===== config.mk =====
export PLATFORM = sky130hd
export DESIGN_NAME = system_reset_controller
export DESIGN_NICKNAME = d
export VERILOG_FILES = /design/src/shared/rst_ctrl_pkg.sv /design/src/rst_sync.sv /design/src/system_reset_controller.sv
export SDC_FILE = /design/constraint.sdc
export NUM_CORES = 1
export LEC_CHECK = 0
export ABC_AREA = 1
export BUFFER_PORTS_ARGS = -buffer_cell sky130_fd_sc_hd__buf_4
export CORE_MARGIN = 5
export CORE_UTILIZATION = 35
export CTS_CLUSTER_SIZE = 24
export DETAILED_ROUTE_END_ITERATION = 6
export GPL_TIMING_DRIVEN = 1
export PLACE_DENSITY_LB_ADDON = 0.25
export SYNTH_ARGS = -nofsm -noshare
export SYNTH_HDL_FRONTEND = slang
export SYNTH_SLANG_ARGS = --single-unit

===== constraint.sdc =====
create_clock -name sys_clk -period 1.8 [get_ports sys_clk]
set_input_delay 0.36 -clock sys_clk [delete_from_list [all_inputs] [get_ports sys_clk]]
set_output_delay 0.36 -clock sys_clk [all_outputs]
set_load 0.03 [all_outputs]

===== src/shared/rst_ctrl_pkg.sv =====
package rst_ctrl_pkg;

   localparam int unsigned N_SOURCES  = 9;
   localparam int unsigned SYNC_DEPTH = 2;
   localparam int unsigned PORT_BITS  = 8;
   localparam int unsigned N_PORTS    = 5;
   localparam int unsigned PC_BITS    = 16;

   // Source bit positions
   localparam int unsigned SRC_POR    = 0;
   localparam int unsigned SRC_PIN    = 1;
   localparam int unsigned SRC_CMP    = 2;
   localparam int unsigned SRC_SW     = 3;
   localparam int unsigned SRC_VMON   = 4;
   localparam int unsigned SRC_WDOG   = 5;
   localparam int unsigned SRC_MCLK   = 6;
   localparam int unsigned SRC_FLASH  = 7;
   localparam int unsigned SRC_USB    = 8;

   localparam logic [PC_BITS-1:0]   RESET_VECTOR = 16'h0000;
   localparam logic [PORT_BITS-1:0] LATCH_RESET  = 8'hFF;
   localparam logic [N_SOURCES-1:0] SRC_NONE     = 9'h000;
   localparam logic [N_SOURCES-1:0] SRC_ALL      = 9'h1FF;

   // Clock selection encoding
   typedef enum logic [1:0] {
      CLK_INTERNAL = 2'h0,
      CLK_LOWFREQ  = 2'h1,
      CLK_EXTERNAL = 2'h2
   } clk_sel_t;

   typedef enum logic [2:0] {
      ST_HOLD    = 3'b001,
      ST_RELEASE = 3'b010,
      ST_RUN     = 3'b100
   } rst_state_t;

   // Reset request sources, one bit each
   typedef struct packed {
      logic usb;
      logic flash;
      logic mclk;
      logic wdog;
      logic vmon;
      logic sw;
      logic cmp;
      logic pin;
      logic por;
   } rst_src_t;

   // Defaults handed to the rest of the chip
   typedef struct packed {
      logic [PC_BITS-1:0] pc_load;
      clk_sel_t           clk_sel;
      logic               wdog_en;
      logic               pullup_en;
   } rst_defaults_t;

endpackage


===== src/rst_sync.sv =====
`timescale 1ns/1ps
// Combines sources and releases them in step with sys_clk
module rst_sync
   import rst_ctrl_pkg::*;
(
   input  wire logic                 sys_clk,
   input  wire logic                 reset_n,
   input  wire logic [N_SOURCES-1:0] src_level,
   output logic                      hold_q
);

   logic [SYNC_DEPTH-1:0] rel_q;
   logic                  any_src;

   assign any_src = |src_level;

   // Assert at once, release after the shift register fills with ones
   always_ff @(posedge sys_clk or negedge reset_n) begin
      if (!reset_n) begin
         rel_q  <= '0;
         hold_q <= 1'b1;
      end else if (any_src) begin
         rel_q  <= '0;
         hold_q <= 1'b1;
      end else begin
         rel_q  <= {rel_q[SYNC_DEPTH-2:0], 1'b1};
         hold_q <= ~rel_q[SYNC_DEPTH-1];
      end
   end

endmodule


===== src/system_reset_controller.sv =====
`timescale 1ns/1ps
// Summary of operation
// - Core halted while any reset active
// - Registers load defaults; POR-only bits kept otherwise
// - Interrupts and timers disabled during reset
// - RAM contents never touched by reset
// - Port latches one, drivers open-drain
// - Weak pull-ups on during and after reset
// - Power-on, supply monitor drive reset pin
// - Exit clears PC, selects internal oscillator
// - Watchdog enabled and running after reset
// - First fetch at code address zero
// - Nine reset sources accepted
// - Watchdog reset leaves reset pin alone
module system_reset_controller
   import rst_ctrl_pkg::*;
(
   input  wire logic                 sys_clk,
   input  wire logic                 reset_n,
   input  wire rst_src_t             src_req,
   input  wire logic                 pullup_clear,
   output logic                      core_halt_q,
   output logic                      sys_rst_q,
   output logic                      por_rst_q,
   output logic                      irq_disable_q,
   output logic                      timer_disable_q,
   output logic                      ram_keep_q,
   output logic [N_PORTS*PORT_BITS-1:0] port_latch_q,
   output logic                      port_open_drain_q,
   output rst_defaults_t             defaults_q,
   output logic                      fetch_start_q,
   output logic                      reset_pin_n_o_q,
   output logic                      reset_pin_n_oe_q,
   output rst_src_t                  last_cause_q
);

   rst_state_t state_q;
   rst_state_t state_d;
   logic       hold_q;
   logic       pin_drive;

   // All nine sources feed the combiner
   rst_sync u_sync (
      .sys_clk   (sys_clk),
      .reset_n   (reset_n),
      .src_level (src_req),
      .hold_q    (hold_q)
   );

   // Only supply-related sources drive the pin; watchdog excluded
   assign pin_drive = src_req.por | src_req.vmon;

   always_comb begin
      state_d = state_q;
      case (state_q)
         ST_HOLD:    if (!hold_q) state_d = ST_RELEASE;
         ST_RELEASE: state_d = hold_q ? ST_HOLD : ST_RUN;
         ST_RUN:     if (hold_q) state_d = ST_HOLD;
         default:    state_d = ST_HOLD;
      endcase
   end

   always_ff @(posedge sys_clk or negedge reset_n) begin
      if (!reset_n) state_q <= ST_HOLD;
      else          state_q <= state_d;
   end

   // Core, interrupt and timer holds
   always_ff @(posedge sys_clk or negedge reset_n) begin
      if (!reset_n) begin
         core_halt_q     <= 1'b1;
         sys_rst_q       <= 1'b1;
         irq_disable_q   <= 1'b1;
         timer_disable_q <= 1'b1;
      end else begin
         core_halt_q     <= (state_d != ST_RUN);
         sys_rst_q       <= (state_d == ST_HOLD);
         irq_disable_q   <= (state_d != ST_RUN);
         timer_disable_q <= (state_d != ST_RUN);
      end
   end

   // POR-only bits reset solely on power-on
   always_ff @(posedge sys_clk or negedge reset_n) begin
      if (!reset_n) begin
         por_rst_q <= 1'b1;
      end else begin
         por_rst_q <= src_req.por;
      end
   end

   // RAM never cleared by reset
   always_ff @(posedge sys_clk or negedge reset_n) begin
      if (!reset_n) ram_keep_q <= 1'b1;
      else          ram_keep_q <= 1'b1;
   end

   // Port state during reset
   always_ff @(posedge sys_clk or negedge reset_n) begin
      if (!reset_n) begin
         port_latch_q      <= {N_PORTS{LATCH_RESET}};
         port_open_drain_q <= 1'b1;
      end else if (state_d == ST_HOLD) begin
         port_latch_q      <= {N_PORTS{LATCH_RESET}};
         port_open_drain_q <= 1'b1;
      end
   end

   // Exit defaults: PC, clock, watchdog, pull-ups
   always_ff @(posedge sys_clk or negedge reset_n) begin
      if (!reset_n) begin
         defaults_q.pc_load   <= RESET_VECTOR;
         defaults_q.clk_sel   <= CLK_INTERNAL;
         defaults_q.wdog_en   <= 1'b1;
         defaults_q.pullup_en <= 1'b1;
      end else if (state_d != ST_RUN) begin
         defaults_q.pc_load   <= RESET_VECTOR;
         defaults_q.clk_sel   <= CLK_INTERNAL;
         defaults_q.wdog_en   <= 1'b1;
         defaults_q.pullup_en <= 1'b1;
      end else if (pullup_clear) begin
         defaults_q.pullup_en <= 1'b0;
      end
   end

   // One-cycle start of fetch on release
   always_ff @(posedge sys_clk or negedge reset_n) begin
      if (!reset_n) fetch_start_q <= 1'b0;
      else fetch_start_q <= (state_q == ST_RELEASE) && (state_d == ST_RUN);
   end

   // Reset pin drive and cause capture
   always_ff @(posedge sys_clk or negedge reset_n) begin
      if (!reset_n) begin
         reset_pin_n_o_q  <= 1'b0;
         reset_pin_n_oe_q <= 1'b1;
      end else begin
         reset_pin_n_o_q  <= 1'b0;
         // Latched on the first supply-type edge, even before the core halts
         reset_pin_n_oe_q <= pin_drive | (reset_pin_n_oe_q & (state_d != ST_RUN));
      end
   end

   always_ff @(posedge sys_clk or negedge reset_n) begin
      if (!reset_n) last_cause_q <= '0;
      else if (|src_req) last_cause_q <= src_req;
   end

   a_halt_in_reset: assert property (
      @(posedge sys_clk) disable iff (!reset_n)
      (|src_req) |-> ##2 core_halt_q)
      else $error("core not halted under reset");

   a_irq_timer_off: assert property (
      @(posedge sys_clk) disable iff (!reset_n)
      core_halt_q |-> (irq_disable_q && timer_disable_q))
      else $error("irq or timer live in reset");

   a_ports_safe: assert property (
      @(posedge sys_clk) disable iff (!reset_n)
      sys_rst_q |-> (port_open_drain_q && (&port_latch_q)))
      else $error("ports not safe in reset");

   a_pin_supply: assert property (
      @(posedge sys_clk) disable iff (!reset_n)
      (src_req.por | src_req.vmon) |=> reset_pin_n_oe_q && !reset_pin_n_o_q)
      else $error("reset pin not driven");

   a_pin_wdog: assert property (
      @(posedge sys_clk) disable iff (!reset_n)
      (src_req.wdog && !src_req.por && !src_req.vmon && !reset_pin_n_oe_q)
      |=> !reset_pin_n_oe_q)
      else $error("watchdog drove reset pin");

   a_exit_defaults: assert property (
      @(posedge sys_clk) disable iff (!reset_n)
      fetch_start_q |-> (defaults_q.pc_load == RESET_VECTOR
                         && defaults_q.clk_sel == CLK_INTERNAL && defaults_q.wdog_en))
      else $error("wrong exit defaults");

   a_pullup_hold: assert property (
      @(posedge sys_clk) disable iff (!reset_n)
      core_halt_q |-> defaults_q.pullup_en)
      else $error("pull-ups off in reset");

   a_sync_release: assert property (
      @(posedge sys_clk) disable iff (!reset_n)
      (src_req == SRC_NONE)[*6] |-> !core_halt_q)
      else $error("reset not released");

   a_por_flag: assert property (
      @(posedge sys_clk) disable iff (!reset_n)
      src_req.por |=> por_rst_q ##1 sys_rst_q)
      else $error("power-on bits not reset");

   c_wdog_reset: cover property (@(posedge sys_clk) disable iff (!reset_n)
      src_req.wdog ##[1:10] fetch_start_q);
   c_por_reset: cover property (@(posedge sys_clk) disable iff (!reset_n)
      src_req.por ##[1:10] fetch_start_q);
   c_pullup_off: cover property (@(posedge sys_clk) disable iff (!reset_n)
      $fell(defaults_q.pullup_en));

endmodule


==> flow_summary.toml, run 1 <==
[critical_path]
critPathLaunch = "timer_disable_q"
crit_slowest_cell = "dfstp_2"
rr_worst_depth = 3
worstPathArrival_ns = 1.01
start_kind = "register"
critPathKind = "register to primary output"
r2r-end = "sys_rst_q"
crit_cells = 1
critPathBufInv = 1
cp_cell_sequence = "buf_4"
r2r_slack_ns = 0.75
slowest_delay_ns = 0.56
cp_max_fo = 3
r2r-start = "state_q[0]"
crit_path_end = "timer_disable_q"
cp.required_ns = 1.44
cp-end-kind = "primary output"
cp_top_family = "flip-flops"

[cells_and_area]
regMostFlops = "last_cause_q"
top_regs = "last_cause_q: 9 flops, state_q: 3 flops, u_sync.rel_q: 2 flops"
syn_to_final_growth_pct = 3.94
register_area_um2 = 534
num-fill-cells = 366
fin_nets = 183
multi_input_area_um2 = 427
instances_no_fill = 216
final_common_cell = "conb_1"
antenna_cells = 0
largest_register_ffs = 9
final_cell_mix = "62 x conb_1, 28 x buf_4, 15 x nand2_1"
drive_gt1_share_pct = 26.5

[hold_path]
hp-class = "input port to register"

[pwr]
leakage_nw = 0.770
p_per_area_nw_per_um2 = 740
power.total_uw = 976
ir_worst_vdd_mv = 0.389

[detailed_routing]
drtAntennaViolNets = 0
drcViolationCount = 0
drt_iter0_markers = 30
via_per_inst = 3.37
route.detailed.wl_per_inst_um = 9.33
vias = 728
first_pass_iters = 4
routed_wl_mm = 2.02

[global_route]
grt_pass1_wl_mm = 3.20
antenna_found_initial = 0
overflow = 0
grt_pass1_vias = 667
grt_usage_pct = 7.84
grt_max_degree = 22

[floorplanning]
core_area_um2 = 3420
io_pins = 91
chipWidth_um = 70.2
initial_core_util_pct = 37.1
rows = 21
dieArea_um2 = 4930
die_height_um = 70.2

[logic_synthesis]
yosysSeqAreaShare_pct = 42.1
yosys_warnings = 0
synthCells = 141
syn_area_um2 = 1270
avgSynthCellArea_um2 = 9.00
synth.distinct_cells = 17
ys_seq_elements = 21

[clock_tree]
cts_setup_buffers = 0
clockBufferDepth = 2
path_clk_slew_ns = 0.11
cts-root-buf = "clkbuf_4"
cts_buffers = 3
cts_tree = "done"
clock_latency_ns = 0.29
h-tree-depth = 1
numClockSinks = 21

[place]
place_inst = 211
hpwl_mm = 1.70
pre_cts_ws_ns = 0.636
gp_congestion = 0.722
io_buffers = 28

[run_status]
status = "finished clean"

[job]
drv_cap = 0

[timing]
rsz0062_at_grt = "no"
fin_crit_ns = 1.37
skew_ns = 0.000170
post-route-period-util_pct = 75.9
finalSetupViolations = 0
setup_tns_ns = 0
setup_ws_ns = 0.434
hold_viol = 0
drv_slew = 0
max_freq_mhz = 732
==> cells by family (layout without fill, tap and decap cells) <==
family / after synthesis / in the layout / synth area share (%)
simple gates: 38 / 38 / 14.0
compound gates: 1 / 1 / 0.592
xor+xnor: 1 / 1 / 0.690
buf+inv: 78 / 47 / 42.0
other cells: 2 / 62 / 0.592
flops: 21 / 21 / 42.1
==> layout make-up <==
type                    count  share of cell area (%)
clock buffers               3                    1.71
clock inverters             1                   0.380
inverters                  14                    3.98
multi-input cells         102                    32.4
flip-flops and latches     21                    40.5
well taps                  46                    4.36
repair buffers             29                    16.7
==> metrics by stage <==
step                      cell area (µm²)  utilization, %  hold slack (ns)
final                                1320            38.6            0.186
after global routing                 1320            38.6            0.169
after floorplan                      1490               -           0.0644
after global placement               1280            37.5            0.253
after detailed placement             1280            37.5            0.260
after CTS                            1320            38.6            0.175
==> per-layer routing <==
metal | global-route usage [%] | wire (µm)
met1 | 10.1 | 793
met2 | 12.5 | 931
met3 | 4.16 | 291
met4 | 0 | 0
met5 | 0 | 0
==> how the worst min path moves through the flow <==
stage	start	endpoint	cells after the start
2_1_floorplan	reset_n	fetch_start_q	0
3_3_place_gp	reset_n	fetch_start_q	1
3_5_place_dp	reset_n	fetch_start_q	1
4_1_cts	src_req[0]	por_rst_q	1
5_1_grt	src_req[0]	por_rst_q	1
6_report	src_req[0]	por_rst_q	1
==> Yosys cell counts (all sizes together) <==
master	instances	area, µm²
nor3	1	5.00
buf	64	480
o211ai	1	7.51
dfstp	7	184
nand3	9	45.0
inv	14	52.6
dfrtp	14	350
nand2	17	73.8
conb	2	7.51
xor2	1	8.76
nor4	1	6.26
nor2	10	47.6
==> power by group <==
part	total [mW]	leakage (nW)	switching (mW)	internal, mW
combinational	0.264	0.504	0.227	0.0369
clock	0.220	0.0177	0.137	0.0827
sequential	0.492	0.248	0.00734	0.485
total	0.976	0.770	0.372	0.604
==> repair_timing <==
action / in CTS / in global routing
gates resized for setup: 0 / 0
hold endpoints to repair: 14 / 0
hold buffers: 1 / 0
Note: power is estimated with default switching activity, not from simulation.
==> inputs of run 2 (changes only) <==
==> constraint.sdc (replaced) <==
create_clock -name sys_clk -period 1.16 [get_ports sys_clk]
set_input_delay 0.232 -clock sys_clk [delete_from_list [all_inputs] [get_ports sys_clk]]
set_output_delay 0.232 -clock sys_clk [all_outputs]
set_load 0.03 [all_outputs]
==> run 2 against run 1 <==
The flow now finishes with violations (negative setup slack). Global-route usage up 0.18 points. Register-to-register slack got worse by 0.64 ns. Sequential cell count unchanged. First-iteration DRC count rose by 3.3%. Clock skew barely moved. Cell area increased by 2.3%. Hold slack lost 0.13 ns. Critical path depth unchanged. Final cell count unchanged. Largest cell class unchanged.
==> flow_summary.toml, run 2 (synthesized netlist as in run 1, its figures left out) <==
[place]
io_buffers = 28
gp_congestion = 0.722
place_area_um2 = 1280
hpwl_mm = 1.70
place_inst = 211

[clock_tree]
cts_tree = "done"
clockBufferDepth = 2
cts_buffers = 3
cts-root-buf = "clkbuf_4"
clock_latency_ns = 0.29
numClockSinks = 21
cts_setup_buffers = 0
path_clk_slew_ns = 0.11
h-tree-depth = 1

[cells_and_area]
final_cell_mix = "62 x conb_1, 20 x buf_4, 15 x nand2_1"
largest_register_ffs = 9
instances_no_fill = 216
fin_area_um2 = 1350
regMostFlops = "last_cause_q"
final_common_cell = "conb_1"
fin_nets = 183
num-fill-cells = 365
register_area_um2 = 534
antenna_cells = 0
drive_gt1_share_pct = 26.5
syn_to_final_growth_pct = 6.31
multi_input_area_um2 = 427
top_regs = "last_cause_q: 9 flops, state_q: 3 flops, u_sync.rel_q: 2 flops"

[pwr]
combPwrFrac_pct = 27.2
power_frac_seq_pct = 50.4
intPower_uw = 940
clkPwrFrac_pct = 22.5
p_sw_share_pct = 38.1
ir_worst_vdd_mv = 0.604
leakage_nw = 0.784
power.total_mw = 1.52
p_sw_uw = 578
p_per_area_nw_per_um2 = 1130

[timing]
drv_slew = 0
setup_ws_ns = -0.0886
finalSetupViolations = 7
hold_viol = 0
rsz0062_at_grt = "yes"
max_freq_mhz = 801
skew_ns = 0.000169
post-route-period-util_pct = 108
fin_crit_ns = 1.25

[critical_path]
cp.required_ns = 0.93
critPathKind = "register to primary output"
slowest_delay_ns = 0.58
worstPathArrival_ns = 1.02
cp_top_family = "flip-flops"
cp_cell_sequence = "buf_6"
crit_slowest_cell = "dfstp_2"
cp-end-kind = "primary output"
start_kind = "register"
critPathBufInv = 1
cp_max_fo = 3

[detailed_routing]
drcViolationCount = 0
vias = 737
route.detailed.wl_per_inst_um = 9.63
routed_wl_mm = 2.08
drt_iter0_markers = 31
drtAntennaViolNets = 0
via_per_inst = 3.41
first_pass_iters = 4

[run_status]
status = "finished, violations left"
failed_checks = "negative setup slack"

[global_route]
grt_pass1_vias = 669
overflow = 0
grt_pass1_wl_mm = 3.25
grt_usage_pct = 8.02
antenna_found_initial = 0
grt_max_degree = 22

[job]
drv_cap = 0

[floorplanning]
initial_core_util_pct = 37.1
die_height_um = 70.2
rows = 21
core_area_um2 = 3420
io_pins = 91
chipWidth_um = 70.2
dieArea_um2 = 4930

[hold_path]
hp-class = "input port to register"
-- run 2: cell counts in the layout (fill, tap and decap cells not counted) --
Identical to the previous run, type by type.
-- run 2: layout make-up --
cell class | instances | share of cell area [%]
Clock buffer | 3 | 1.67
Tap cell | 46 | 4.27
Timing Repair Buffer | 29 | 18.6
Clock inverter | 1 | 0.371
Multi-Input combinational cell | 102 | 31.6
Inverter | 14 | 3.90
Sequential cell | 21 | 39.6
-- run 2: through the flow --
| step | setup WS [ns] | TNS, ns | utilization, % | hold WS, ns |
|---|---|---|---|---|
| 2_1_floorplan | 0.131 | 0 | - | -0.0636 |
| 3_3_place_gp | 0.143 | 0 | 37.5 | 0.125 |
| 3_5_place_dp | 0.106 | 0 | 37.5 | 0.132 |
| 4_1_cts | -0.103 | -0.555 | 39.0 | 0.0465 |
| 5_1_grt | -0.153 | -0.852 | 39.5 | 0.0415 |
| 6_report | -0.0886 | -0.443 | 39.5 | 0.0580 |
-- run 2: per-layer routing --
metal	global-route usage (%)	vias to the layer above	routed length, µm
li1	-	356	-
met1	9.97	326	781
met2	13.3	55	1000
met3	4.02	0	296
met4	0	0	0
met5	0	-	0
-- run 2: worst paths after layout --
path                                 startpoint         endpoint  slack [ns]  cells after the start
worst max-delay path            timer_disable_q  timer_disable_q       -0.09                      1
worst min-delay path                 src_req[0]        por_rst_q        0.06                      1
worst max register to register       state_q[0]        sys_rst_q        0.11                      3
worst min register to register  u_sync.rel_q[1]    u_sync.hold_q        0.39                      1
max in group asynchronous               reset_n    defaults_q[0]        0.55                      2
min in group asynchronous               reset_n    fetch_start_q        0.34                      2
-- run 2: power groups by stage --
stage	Sequential, mW	Clock (mW)	Combinational (mW)
2_1_floorplan	0.811	0	0.446
3_3_place_gp	0.777	0	0.401
3_5_place_dp	0.776	0	0.404
4_1_cts	0.765	0.366	0.407
5_1_grt	0.767	0.395	0.437
6_report	0.765	0.341	0.412
-- run 2: repair_timing --
item	4_1_cts	5_1_grt
endpoints found under the setup margin	7	8
endpoints found under the hold margin	14	0
hold buffers	1	0
gates resized for setup	4	4
==> inputs of run 3 (changes only) <==
--- a/config.mk
+++ b/config.mk
@@ -5,7 +5,6 @@
 export SDC_FILE = /design/constraint.sdc
 export NUM_CORES = 1
 export LEC_CHECK = 0
-export ABC_AREA = 1
 export BUFFER_PORTS_ARGS = -buffer_cell sky130_fd_sc_hd__buf_4
 export CORE_MARGIN = 5
 export CORE_UTILIZATION = 35
==> run 3 against run 2 <==
The run still ends with negative setup slack left. Power up 2.2%. Wire length up 1.7%. Global-route usage up 0.40 points. Combinational power up 5.8%. Cell area up 6.2%. Register-to-register slack worse by 0.12 ns. Critical path type unchanged. Largest cell class unchanged. Highest routed layer unchanged.
==> flow_summary.toml, run 3 <==
[global_route]
overflow = 0
grt_max_degree = 22
grt_pass1_wl_mm = 3.37
grt_pass1_vias = 735
grt_usage_pct = 8.41
antenna_found_initial = 0

[critical_path]
critPathKind = "register to primary output"
critPathBufInv = 1
critPathLaunch = "timer_disable_q"
start_kind = "register"
r2r_slack_ns = -0.01
crit_cells = 1
cp.required_ns = 0.93
rr_worst_depth = 4
crit_path_end = "timer_disable_q"
cp_max_fo = 3
cp-end-kind = "primary output"
r2r-start = "state_q[1]"
r2r-end = "reset_pin_n_oe_q"
cp_cell_sequence = "buf_4"
slowest_delay_ns = 0.56
worstPathArrival_ns = 1.01
cp_top_family = "flip-flops"
crit_slowest_cell = "dfstp_2"

[logic_synthesis]
avgSynthCellArea_um2 = 10.7
synthTopCellsByArea = "buf_4 39%, dfrtp_1 29%, dfstp_2 15%, a21o_2 5.0%, nor4_4 1.7%"
yosysTopAreaCellShare_pct = 39.3
synth-edff-count = 0
synth.distinct_cells = 19
ys_seq_elements = 21
ys_async_sr_fraction_pct = 100
yosysSeqAreaShare_pct = 43.7
yosys_warnings = 0
syn_area_um2 = 1220
synth.top_cells.by_count = "64 x buf_4, 14 x dfrtp_1, 7 x a21o_2, 7 x dfstp_2, 4 x inv_1"
yosysMostFrequentCell = "buf_4"
yosys.area.top_type = "buf_4"
synthCells = 114
synthFlopType = "dfrtp_1"

[floorplanning]
rows = 21
dieArea_um2 = 4770
core_area_um2 = 3360
io_pins = 91
initial_core_util_pct = 36.3
chipWidth_um = 69.1
die_height_um = 69.1

[cells_and_area]
largest_register_ffs = 9
regMostFlops = "last_cause_q"
antenna_cells = 0
fin_area_um2 = 1430
fin_nets = 170
final_common_cell = "conb_1"
final_cell_mix = "62 x conb_1, 32 x buf_4, 14 x dfrtp_1"
syn_to_final_growth_pct = 17.3
top_regs = "last_cause_q: 9 flops, state_q: 3 flops, u_sync.rel_q: 2 flops"
drive_gt1_share_pct = 42.0

[timing]
max_freq_mhz = 806
finalSetupViolations = 15
post-route-period-util_pct = 107
hold_viol = 0
setup_tns_ns = -0.679
fin_crit_ns = 1.24
skew_ns = 0.00420
drv_slew = 0
setup_ws_ns = -0.0808
hold_ws_ns = 0.0540
rsz0062_at_grt = "yes"

[detailed_routing]
drcViolationCount = 0
drt_iter0_markers = 20
vias = 715
route.detailed.wl_per_inst_um = 10.4
routed_wl_mm = 2.12
via_per_inst = 3.52
first_pass_iters = 2
drtAntennaViolNets = 0

[clock_tree]
cts-root-buf = "clkbuf_4"
path_clk_slew_ns = 0.11
clockBufferDepth = 2
clock_latency_ns = 0.30
cts_buffers = 3
cts_tree = "done"
numClockSinks = 21
h-tree-depth = 1

[hold_path]
hp-class = "input port to register"

[place]
gp_congestion = 0.711
place_area_um2 = 1310
hpwl_mm = 1.71
io_buffers = 28

[pwr]
leakage_nw = 0.774
ir_worst_vdd_mv = 0.738
p_per_area_nw_per_um2 = 1080

[run_status]
status = "finished, violations left"
failed_checks = "negative setup slack"

[job]
drv_cap = 0
## run 3: changes by cell type after synthesis, sizes merged, moves of 2 or more
cell | before | now
nand2 | 17 | 1
inv | 14 | 4
nand3 | 9 | 0
a21o | 0 | 7
nor2 | 10 | 3
nor4b | 0 | 2
## run 3: final cells by class
cell class              count  area [µm²]
fillers                   343        1930
flip-flops and latches     21         534
multi-input cells          85         435
repair buffers             43         363
well taps                  46        57.6
clock buffers               3        22.5
inverters                   4        15.0
clock inverters             1        5.00
## run 3: power by group
part / switching [mW] / leakage [nW] / internal [mW]
Combinational: 0.352 / 0.508 / 0.0845
Sequential: 0.0115 / 0.248 / 0.752
Clock: 0.223 / 0.0177 / 0.129
Total: 0.586 / 0.774 / 0.965
## run 3: how the worst min path moves through the flow
| stage | start | to | slack (ns) | depth (start not counted) |
|---|---|---|---|---|
| 2_1_floorplan | reset_n | fetch_start_q | -0.06 | 0 |
| 3_3_place_gp | reset_n | last_cause_q[4] | 0.13 | 1 |
| 3_5_place_dp | reset_n | last_cause_q[2] | 0.13 | 1 |
| 4_1_cts | pullup_clear | defaults_q[0] | 0.06 | 2 |
| 5_1_grt | pullup_clear | defaults_q[0] | 0.02 | 2 |
| 6_report | pullup_clear | defaults_q[0] | 0.05 | 2 |
## run 3: cells by family after synthesis
logic type                after synthesis  share of synthesized area (%)
DFF                                    21                           43.8
and+or+nand+nor                        11                           6.76
xor gates and xnor gates                1                          0.717
AOI/OAI and AO/OA                      11                           7.58
buffers and inverters                  68                           40.6
other                                   2                          0.615
## run 3: metal layers
metal / vias to the layer above / global-route usage [%] / part of all wire [%]
met4: 0 / 1.30 / 0
met1: 324 / 9.20 / 36
li1: 325 / - / -
met5: - / 0 / 0
met3: 0 / 6.54 / 20
met2: 66 / 13.1 / 44
## run 3: stage by stage
| stage | setup slack, ns | std cells | utilization (%) | power, mW |
|---|---|---|---|---|
| after floorplan | -0.250 | 174 | - | 1.25 |
| after global placement | -0.349 | 193 | 38.8 | 1.19 |
| after detailed placement | -0.378 | 193 | 38.8 | 1.19 |
| after CTS | -0.101 | 199 | 41.0 | 1.56 |
| after global routing | -0.139 | 203 | 42.6 | 1.64 |
| final | -0.0808 | 203 | 42.6 | 1.55 |
## run 3: timing repair
action | 4_1_cts | 5_1_grt
setup endpoints to repair | 18 | 19
hold endpoints to repair | 14 | 0
pin swaps | 5 | 4
setup buffers | 1 | 4
cloned | 0 | 0
gates resized for setup | 7 | 6
hold buffers | 1 | 0
